File: src/hdl/region_map_pkg.sv
/*
  Address map constants and target codes for the system bus region decoder.
  Assumes 32-bit byte addresses on the system bus.
*/
package region_map_pkg;

  localparam int unsigned ADDR_W = 32;  // System bus address width

  // Core-internal region, served to the CPU complex only
  localparam logic [31:0] CORE_INT_LO    = 32'h0000_0000;
  localparam logic [31:0] CORE_INT_HI    = 32'h01ff_ffff;
  // Tightly coupled RAM
  localparam logic [31:0] TIGHTLY_COUPLED_RAM_LO       = 32'h0000_0000;
  localparam logic [31:0] TIGHTLY_COUPLED_RAM_HI       = 32'h0000_ffff;
  // Small-sector flash, eight sectors of 8 KByte, coupled base and mirror base
  localparam logic [31:0] SMALL_TC_LO    = 32'h009f_0000;
  localparam logic [31:0] SMALL_AXI_LO   = 32'h019f_0000;
  localparam logic [31:0] SMALL_SECT_BYT = 32'h0000_2000;
  localparam int unsigned SMALL_SECT_NUM = 8;
  // Program flash code array, coupled window and mirror window
  localparam logic [31:0] CODE_TC_LO     = 32'h00a0_0000;
  localparam logic [31:0] CODE_AXI_LO    = 32'h01a0_0000;
  localparam logic [31:0] CODE_BYTES_DEF = 32'h0040_0000;  // 4 MByte
  // System SRAM
  localparam logic [31:0] SRAM_LO        = 32'h0200_0000;
  localparam logic [31:0] SRAM_BYTES_DEF = 32'h0004_0000;  // 256 KByte
  // Core slave window into the core-internal region
  localparam logic [31:0] CORE_WIN_LO    = 32'h0280_0000;
  localparam logic [31:0] CORE_WIN_HI    = 32'h0280_002f;
  // Work flash, 112 KByte, three mirror areas
  localparam logic [31:0] WFL_BYTES      = 32'h0001_c000;
  localparam logic [31:0] WFL_A1_LO      = 32'h0e00_0000;
  localparam logic [31:0] WFL_A1_HI      = 32'h0e01_bfff;
  localparam logic [31:0] WFL_A3_LO      = 32'h0e20_0000;
  localparam logic [31:0] WFL_A3_HI      = 32'h0e21_bfff;
  localparam logic [31:0] WFL_A4_LO      = 32'h0e30_0000;
  localparam logic [31:0] WFL_A4_HI      = 32'h0e31_bfff;
  // Backup RAM, 64 KByte
  localparam logic [31:0] BURAM_LO       = 32'h0e80_0000;
  localparam logic [31:0] BURAM_HI       = 32'h0e80_ffff;
  // Peripheral area and the extra peripheral block inside it
  localparam logic [31:0] PERI_LO        = 32'hb000_0000;
  localparam logic [31:0] PERI_HI        = 32'hb7ff_ffff;
  localparam logic [31:0] XPERI_LO       = 32'hb484_0000;
  localparam logic [31:0] XPERI_HI       = 32'hb484_ffff;
  // Boot ROM and error configuration area
  localparam logic [31:0] BOOT_LO        = 32'hffff_0000;
  localparam logic [31:0] BOOT_HI        = 32'hffff_3fff;
  localparam logic [31:0] ERROR_CONFIG_AREA_LO      = 32'hffff_e000;
  localparam logic [31:0] ERROR_CONFIG_AREA_HI      = 32'hffff_ffff;

  localparam logic [31:0] OFFSET_RST     = 32'h0000_0000;  // Offset after reset

  // Decoded target of an access
  typedef enum logic [3:0] {
    TGT_NONE, TGT_TIGHTLY_COUPLED_RAM, TGT_PFLASH_SMALL, TGT_PFLASH_CODE, TGT_SRAM,
    TGT_CORE_WIN, TGT_WFLASH, TGT_BURAM, TGT_PERI, TGT_EXTRA_PERI,
    TGT_ERROR_CONFIG_AREA, TGT_BOOTROM
  } target_t;

endpackage : region_map_pkg

File: src/hdl/system_address_region_decoder.sv
/*
  System bus address decoder: routes each request to one target and gives the
  physical offset inside it, an ECC-generation qualifier and a write strobe,
  or a bus error that leaves memory untouched.
  Assumes requests are synchronous to clk and that isCpu marks the CPU complex.
  // Behaviour
  // - Core-internal region serves the CPU only
  // - Every master reaches it via the core slave window
  // - Coupled and mirror code windows share one array
  // - Small-sector windows share the same eight sectors
  // - Work flash appears as mirror area one
  // - Work flash appears again as mirror area three
  // - Work flash appears again as mirror area four
  // - Four-megabyte mirror window onto the code array
  // - Area one writes generate ECC
  // - Area three writes skip ECC generation
  // - Area four is the work flash read path
*/
`timescale 1ns/100ps
module system_address_region_decoder #(
  parameter logic [31:0] CODE_BYTES = region_map_pkg::CODE_BYTES_DEF,  // Code array size
  parameter logic [31:0] SRAM_BYTES = region_map_pkg::SRAM_BYTES_DEF   // System SRAM size
) (
  input  wire logic                    clk,
  input  wire logic                    resetn,
  input  wire logic                    ce,
  input  wire logic                    reqValid,
  output      logic                    reqReady,
  input  wire logic [31:0]             reqAddr,
  input  wire logic                    reqWrite,
  input  wire logic                    isCpu,
  output      logic                    respValid,
  output      region_map_pkg::target_t respTarget,
  output      logic [31:0]             respOffset,
  output      logic                    respEccGen,
  output      logic                    respWrEn,
  output      logic                    respError
);
  import region_map_pkg::*;

  // Refuse sizes that would run past the core-internal region or into the window
  if (CODE_BYTES == 32'h0 || CODE_BYTES > CODE_BYTES_DEF) begin : g_bad_code
    $error("CODE_BYTES must lie between 1 and 4 MByte");
  end
  if (SRAM_BYTES == 32'h0 || SRAM_BYTES > (CORE_WIN_LO - SRAM_LO)) begin : g_bad_sram
    $error("SRAM_BYTES overlaps the core slave window");
  end

  // Window ends derived from sizes
  localparam logic [31:0] SMALL_SPAN = SMALL_SECT_BYT * SMALL_SECT_NUM;
  localparam logic [31:0] SMALL_TC_HI  = SMALL_TC_LO + SMALL_SPAN - 32'h1;
  localparam logic [31:0] SMALL_AXI_HI = SMALL_AXI_LO + SMALL_SPAN - 32'h1;
  localparam logic [31:0] CODE_TC_HI   = CODE_TC_LO + CODE_BYTES - 32'h1;
  localparam logic [31:0] CODE_AXI_HI  = CODE_AXI_LO + CODE_BYTES - 32'h1;
  localparam logic [31:0] SRAM_HI      = SRAM_LO + SRAM_BYTES - 32'h1;

  // Whole state of the block
  typedef struct packed {
    logic        valid;   // Answer pending this cycle
    target_t     target;  // Selected target
    logic [31:0] offset;  // Physical offset within target
    logic        eccGen;  // Write carries generated ECC
    logic        wrEn;    // Write reaches memory
    logic        error;   // Bus error answer
  } state_t;

  state_t stateFf;   // Registered state
  state_t nxtState;  // Next state

  // Inclusive address range test
  function automatic logic inRange(input logic [31:0] a, input logic [31:0] lo,
                                   input logic [31:0] hi);
    inRange = (a >= lo) && (a <= hi);
  endfunction : inRange

  // Decode one request into the next state
  always_comb begin
    nxtState        = stateFf;
    nxtState.valid  = 1'b0;
    if (reqValid) begin
      nxtState.valid  = 1'b1;
      nxtState.target = TGT_NONE;
      nxtState.offset = OFFSET_RST;
      nxtState.eccGen = 1'b0;
      nxtState.error  = 1'b0;
      if (inRange(reqAddr, CORE_INT_LO, CORE_INT_HI)) begin
        // Core-internal region
        if (!isCpu) begin
          nxtState.error = 1'b1;
        end else if (inRange(reqAddr, TIGHTLY_COUPLED_RAM_LO, TIGHTLY_COUPLED_RAM_HI)) begin
          nxtState.target = TGT_TIGHTLY_COUPLED_RAM;
          nxtState.offset = reqAddr - TIGHTLY_COUPLED_RAM_LO;
        end else if (inRange(reqAddr, SMALL_TC_LO, SMALL_TC_HI)) begin
          // Coupled small-sector window is read-only
          nxtState.target = TGT_PFLASH_SMALL;
          nxtState.offset = reqAddr - SMALL_TC_LO;
          nxtState.error  = reqWrite;
        end else if (inRange(reqAddr, SMALL_AXI_LO, SMALL_AXI_HI)) begin
          nxtState.target = TGT_PFLASH_SMALL;
          nxtState.offset = reqAddr - SMALL_AXI_LO;
        end else if (inRange(reqAddr, CODE_TC_LO, CODE_TC_HI)) begin
          // Coupled code window is read-only
          nxtState.target = TGT_PFLASH_CODE;
          nxtState.offset = reqAddr - CODE_TC_LO;
          nxtState.error  = reqWrite;
        end else if (inRange(reqAddr, CODE_AXI_LO, CODE_AXI_HI)) begin
          nxtState.target = TGT_PFLASH_CODE;
          nxtState.offset = reqAddr - CODE_AXI_LO;
        end else begin
          nxtState.error = 1'b1;
        end
      end else if (inRange(reqAddr, SRAM_LO, SRAM_HI)) begin
        nxtState.target = TGT_SRAM;
        nxtState.offset = reqAddr - SRAM_LO;
      end else if (inRange(reqAddr, CORE_WIN_LO, CORE_WIN_HI)) begin
        // Open to every master
        nxtState.target = TGT_CORE_WIN;
        nxtState.offset = reqAddr - CORE_WIN_LO;
      end else if (inRange(reqAddr, WFL_A1_LO, WFL_A1_HI)) begin
        // Area one: ECC-generating write path
        nxtState.target = TGT_WFLASH;
        nxtState.offset = reqAddr - WFL_A1_LO;
        nxtState.eccGen = reqWrite;
        nxtState.error  = !reqWrite;
      end else if (inRange(reqAddr, WFL_A3_LO, WFL_A3_HI)) begin
        // Area three: raw write path
        nxtState.target = TGT_WFLASH;
        nxtState.offset = reqAddr - WFL_A3_LO;
        nxtState.eccGen = 1'b0;
        nxtState.error  = !reqWrite;
      end else if (inRange(reqAddr, WFL_A4_LO, WFL_A4_HI)) begin
        // Area four: read path
        nxtState.target = TGT_WFLASH;
        nxtState.offset = reqAddr - WFL_A4_LO;
        nxtState.error  = reqWrite;
      end else if (inRange(reqAddr, BURAM_LO, BURAM_HI)) begin
        nxtState.target = TGT_BURAM;
        nxtState.offset = reqAddr - BURAM_LO;
      end else if (inRange(reqAddr, XPERI_LO, XPERI_HI)) begin
        nxtState.target = TGT_EXTRA_PERI;
        nxtState.offset = reqAddr - XPERI_LO;
      end else if (inRange(reqAddr, PERI_LO, PERI_HI)) begin
        nxtState.target = TGT_PERI;
        nxtState.offset = reqAddr - PERI_LO;
      end else if (inRange(reqAddr, BOOT_LO, BOOT_HI)) begin
        // Boot ROM takes no writes
        nxtState.target = TGT_BOOTROM;
        nxtState.offset = reqAddr - BOOT_LO;
        nxtState.error  = reqWrite;
      end else if (inRange(reqAddr, ERROR_CONFIG_AREA_LO, ERROR_CONFIG_AREA_HI)) begin
        nxtState.target = TGT_ERROR_CONFIG_AREA;
        nxtState.offset = reqAddr - ERROR_CONFIG_AREA_LO;
      end else begin
        nxtState.error = 1'b1;
      end
      // Refused accesses select nothing and never write
      if (nxtState.error) begin
        nxtState.target = TGT_NONE;
        nxtState.offset = OFFSET_RST;
        nxtState.eccGen = 1'b0;
      end
      nxtState.wrEn = reqWrite && !nxtState.error;
    end
  end

  // Register the state; ce low freezes it
  always_ff @(posedge clk or negedge resetn) begin
    if (!resetn) begin
      stateFf <= '{valid: 1'b0, target: TGT_NONE, offset: OFFSET_RST,
                   eccGen: 1'b0, wrEn: 1'b0, error: 1'b0};
    end else if (ce) begin
      stateFf <= nxtState;
    end
  end

  // Requests are taken whenever the clock enable is high
  assign reqReady   = ce;
  assign respValid  = stateFf.valid;
  assign respTarget = stateFf.target;
  assign respOffset = stateFf.offset;
  assign respEccGen = stateFf.eccGen;
  assign respWrEn   = stateFf.wrEn;
  assign respError  = stateFf.error;
endmodule : system_address_region_decoder

File: config.mk
export PLATFORM = sky130hd
export DESIGN_NAME = system_address_region_decoder
export DESIGN_NICKNAME = d
export VERILOG_FILES = /design/src/hdl/region_map_pkg.sv /design/src/hdl/system_address_region_decoder.sv
export SDC_FILE = /design/constraint.sdc
export NUM_CORES = 1
export LEC_CHECK = 0
export ABC_AREA = 1
export BUFFER_PORTS_ARGS = -buffer_cell sky130_fd_sc_hd__buf_2
export CORE_MARGIN = 4
export CORE_UTILIZATION = 60
export CTS_BUF_LIST = sky130_fd_sc_hd__clkbuf_16
export CTS_CLUSTER_SIZE = 14
export DETAILED_ROUTE_END_ITERATION = 8
export PLACE_DENSITY = 0.93
export SLEW_MARGIN = 20
export SYNTH_ARGS = -nofsm -noshare
export SYNTH_HDL_FRONTEND = slang
export SYNTH_SLANG_ARGS = --single-unit
File: constraint.sdc
create_clock -name clk -period 1.4 [get_ports clk]
set_clock_uncertainty 0.05 [all_clocks]
set_input_delay 0.35 -clock clk [delete_from_list [all_inputs] [get_ports clk]]
set_output_delay 0.35 -clock clk [all_outputs]
set_load 0.02 [all_outputs]
==> flow_summary.ini, run 1 <==
[floorplanning]
io_pins = 79
die_width_um = 115
placement_rows = 38
floorplan.initialDensity_pct = 62.4
floorplan.die.height_um = 115

[global_routing]
first_global_vias = 15200
globalRouteTotalUtil_pct = 91.4
first_pass_grt_wire_length_mm = 94.0
grt_overflow = 530
grt_start_max_net_pins = 27

[place]
finalWeightedCongestion = 1.31
detailedPlacementHpwl_mm = 29.2
placed_cell_area_um2 = 9680
port_buffers = 78

[run_status]
run_status = did not finish
outcome.stop_stage = 5_1_grt
first_error_line_in_the_log = [ERROR GRT-0116] Global routing finished with congestion. Check the congestion regions in the DRC Viewer.

[clock_network]
clock-root-buffer = sky130_fd_sc_hd__clkbuf_16
ctsHtreeMaxLevel = 2
cts_max_path_buffers = 2
clock-sinks = 40
num_cts_buffers = 5

[logic_synthesis]
avgSynthCellArea_um2 = 5.61
netlist-cell-type-count = 45
synth.cell_area_um2 = 6910
synth.net_count = 1300
gate_count_post_synth = 1233
synth_warnings = 0
synth-seq-cells = 40
synth_sequential_area_ratio_pct = 14.5
## logic make-up after synthesis
kind of cell / synth area share (%)
buf+inv: 11.9
flops: 14.5
simple gates: 45.2
fa+ha+maj: 5.25
compound gates: 15.4
xor+xnor: 7.73
## layer usage
metal / track usage [%] / overflow
met1: 86.0 / 12
met5: 45.9 / 2
met4: 99.1 / 147
met3: 76.6 / 12
met2: 110 / 357
## through the flow
stage	hold slack, ns	setup slack, ns	std cells	TNS, ns
2_1_floorplan	0.00441	-0.911	1233	-33.69
3_3_place_gp	0.211	-1.25	1696	-44.32
3_5_place_dp	0.214	-1.47	1696	-53.86
4_1_cts	0.241	-1.04	1735	-37.28
## synth_stat cells (all sizes together)
cell	number	share of area, %
a21oi	49	3.6
o311ai	1	0.13
nand4	23	2.1
o21bai	1	0.27
ha	29	5.2
clkbuf	19	1.0
o211ai	15	1.6
o21a	1	0.11
inv	148	8.1
xor2	59	7.5
o21ai	106	8.1
a211oi	1	0.11
buf	26	2.4
clkinv	7	0.38
o31ai	2	0.22
nand2	445	25
xnor2	2	0.25
or2	2	0.18
o2111ai	1	0.13
nor2	127	8.3
a21boi	1	0.11
o22ai	3	0.27
nand3b	3	0.33
nand3	100	7.8
nor3	14	1.4
a31oi	7	0.63
a22oi	1	0.11
dfrtp	40	14
## repair_timing
item / 4_1_cts
buffers inserted: 29
pin swaps: 47
gates resized for setup: 162
cloned: 1
setup endpoints to repair: 39
hold buffers: 1
endpoints found under the hold margin: 14
==> run 2, diff against run 1 <==
--- a/config.mk
+++ b/config.mk
@@ -8,11 +8,9 @@
 export ABC_AREA = 1
 export BUFFER_PORTS_ARGS = -buffer_cell sky130_fd_sc_hd__buf_2
 export CORE_MARGIN = 4
-export CORE_UTILIZATION = 60
-export CTS_BUF_LIST = sky130_fd_sc_hd__clkbuf_16
-export CTS_CLUSTER_SIZE = 14
+export CORE_UTILIZATION = 40
 export DETAILED_ROUTE_END_ITERATION = 8
-export PLACE_DENSITY = 0.93
+export PLACE_DENSITY_LB_ADDON = 0.15
 export SLEW_MARGIN = 20
 export SYNTH_ARGS = -nofsm -noshare
 export SYNTH_HDL_FRONTEND = slang
==> run 2 against run 1 <==
  * The flow now finishes, with violations (setup timing)
  * Area after synthesis unchanged
  * Synthesized cell count unchanged
==> flow_summary.ini, run 2 <==
[sta]
final-hold-violation-count = 0
final_number_of_setup_violating_endpoints = 39
final.min_clock_period_ns = 2.40
setup_repair_after_global_routing_missed_its_margin = yes
setup_ws_ns = -1.00
layout_worst_path_cycle_share_pct = 172
slew_viol_final = 0
fmaxAchievable_mhz = 416
max-slew-margin-rel_pct = 74.0
worst-slew-pin-transition_ns = 0.384

[logic_synthesis]
synth_sequential_area_ratio_pct = 14.5
post-synth-top-area-fraction_pct = 23.3
synth_warnings = 0
yosysMostFrequentCell = sky130_fd_sc_hd__nand2_1
synth.net_count = 1300
share_of_synthesized_flip_flops_with_an_asynchronous_set_or_reset_pct = 100
gate_count_post_synth = 1233
synth.cell_area_um2 = 6910
synth-edff-count = 0
avgSynthCellArea_um2 = 5.61
synth_area_leader_cell = sky130_fd_sc_hd__nand2_1
synth-seq-cells = 40
synth-main-ff-cell = sky130_fd_sc_hd__dfrtp_1
synth_area_leaders = sky130_fd_sc_hd__nand2_1 23%, sky130_fd_sc_hd__dfrtp_1 14%, sky130_fd_sc_hd__xor2_1 7.5%
post_synth_most_frequent_cells = 429 x sky130_fd_sc_hd__nand2_1, 129 x sky130_fd_sc_hd__inv_1, 108 x sky130_fd_sc_hd__nor2_1
netlist-cell-type-count = 45

[global_routing]
grt_overflow = 0
globalRouteTotalUtil_pct = 33.5
groute.layer.met3.usage_pct = 5.18
global_route.usage.met2_pct = 51.1
top_usage_layer = met2
first_global_vias = 9155
grt_antenna_before_repair = 0
global_route.usage.met1_pct = 47.2
first_pass_grt_wire_length_mm = 51.3
grt_start_max_net_pins = 41

[floorplanning]
placement_rows = 47
placeable_area_um2 = 16800
die_width_um = 139
io_pins = 79
floorplan.initialDensity_pct = 41.2
design.die.area_um2 = 19400
floorplan.die.height_um = 139

[worst_setup_path]
cp.required_ns = 1.59
ff2ff_setup_slack_ns = 0.71
timing.critical_path.arrival_ns = 2.59
rr_endpoint = respOffset[11]
r2r.worst_path.cells = 2
crit_type = input pin to flop
worst-path-max-fanout = 7
reg2reg_from = respOffset[11]
startpoint_type = input pin
critical_path.endpoint_type = flop

[clock_network]
clock_latency_reported_for_the_late_side_of_the_worst_skew_pair_ns = 0.30
worst_setup_hold_path_clk_slew_ns = 0.06
cts_max_path_buffers = 2
tritoncts = done
clock-sinks = 40
clock-root-buffer = sky130_fd_sc_hd__clkbuf_16
ctsHtreeMaxLevel = 2
num_cts_buffers = 5

[cells_and_area]
final_net_count = 1701
nFillCells = 1535
layout.cells.non_filler = 1855
antenna_cells = 0
layout-area-overhead-vs-synth_pct = 65.3
stdcell_area_um2 = 11400
layout-drive-gt1-share_pct = 42.3
flip_flop_count_of_the_largest_register_all_copies_and_words_added = 32
layout.cells.most_common = sky130_fd_sc_hd__nand2_1
leading_cell_types_in_the_layout_fill_and_taps_excluded = 370 x sky130_fd_sc_hd__nand2_1, 341 x sky130_fd_sc_hd__buf_4, 107 x sky130_fd_sc_hd__inv_1

[drt]
drt-pass1-iter-count = 5
antenna_left = 0
routed_wire_per_std_cell_um = 18.3
drc_violation_total_after_the_first_tritonroute_iteration = 885
drt_drc_violations_left = 0
totalWireLength_mm = 34.0
routed-via-count = 9709
dr_vias_cell = 5.23

[job]
cap_viol_max_count = 0

[pwr]
pwr_density_cell_nw_per_um2 = 498
power.static_leakage_nw = 5.99
ir_worst_vdd_mv = 0.459
totalPowerFinal_mw = 5.69

[hold_path]
min_from = ce
worstHoldEndpoint = respValid
min_path_cells = 2
worst_hold_path_type = input pin to flop

[place]
detailedPlacementHpwl_mm = 27.8
port_buffers = 78
post-place-cells = 1817
placed_cell_area_um2 = 10200
finalWeightedCongestion = 1.06
place_worst_setup_slack_ns = -1.47

[run_status]
run_status = complete, but fails checks
failed_checks = setup timing
## run 2: final cells by class
type | instances | area (um2) | share of cell area (%)
clock buffers | 5 | 125 | 1.09
clock inverters | 3 | 46.3 | 0.405
inverters | 155 | 683 | 5.98
multi-input cells | 993 | 5930 | 51.9
flip-flops and latches | 40 | 1000 | 8.76
well taps | 220 | 275 | 2.41
repair buffers | 439 | 3360 | 29.4
## run 2: through the flow
stage / setup TNS, ns / hold WS, ns / utilization [%]
CTS: -34.77 / 0.210 / 64.6
global placement: -52.55 / 0.281 / 60.7
detailed placement: -53.35 / 0.281 / 60.7
global route: -39.94 / 0.240 / 68.2
floorplan: -33.69 / 0.00441 / -
finish: -36.25 / 0.212 / 68.2
## run 2: power breakdown
| part | internal, mW | switching (mW) |
|---|---|---|
| Clock | 0.848 | 0.535 |
| Sequential | 1.28 | 0.0588 |
| Combinational | 1.22 | 1.75 |
| Total | 3.35 | 2.34 |
## run 2: how the worst max path moves through the flow
stage                                end        start  slack (ns)
final                      respOffset[3]  reqAddr[31]       -1.00
after global routing      respOffset[11]  reqAddr[28]       -1.08
after CTS                  respOffset[9]  reqAddr[28]       -0.93
after detailed placement  respOffset[25]  reqAddr[16]       -1.47
after global placement    respOffset[31]  reqAddr[21]       -1.46
after floorplan           respOffset[28]  reqAddr[28]       -0.91
## run 2: metal layers
layer | up-vias | share of wire [%]
li1 | 4745 | -
met1 | 4412 | 44
met2 | 460 | 43
met3 | 92 | 8.0
met4 | 0 | 4.6
met5 | - | 0
## run 2: kinds of logic after synthesis
kind of cell | synth area share, %
compound gates | 15.4
xor+xnor | 7.73
fa+ha+maj | 5.25
buf+inv | 11.9
flops | 14.5
simple gates | 45.2
## run 2: critical path: stages
cell                        delay (ns)
sky130_fd_sc_hd__buf_2            0.17
sky130_fd_sc_hd__nor2_4           0.21
sky130_fd_sc_hd__nand2_2          0.10
sky130_fd_sc_hd__buf_4            0.15
sky130_fd_sc_hd__a21oi_4          0.20
sky130_fd_sc_hd__buf_4            0.17
sky130_fd_sc_hd__o21ai_4          0.06
sky130_fd_sc_hd__o21ai_4          0.09
sky130_fd_sc_hd__nand2_4          0.11
sky130_fd_sc_hd__nand2_4          0.12
sky130_fd_sc_hd__nor2_4           0.06
sky130_fd_sc_hd__nand2_4          0.06
sky130_fd_sc_hd__nand3_2          0.08
sky130_fd_sc_hd__nand2_4          0.10
sky130_fd_sc_hd__nand3_4          0.14
sky130_fd_sc_hd__inv_8            0.13
sky130_fd_sc_hd__clkbuf_16        0.15
sky130_fd_sc_hd__nand2_2          0.05
sky130_fd_sc_hd__nand2_1          0.07
## run 2: timing repair
item,CTS,global route
pin swaps,31,72
hold endpoints to repair,40,0
setup buffers,14,14
endpoints found under the setup margin,39,39
gates cloned,1,1
hold buffers,1,0
gates resized for setup,102,150
Note: power is estimated with default switching activity, not from simulation.
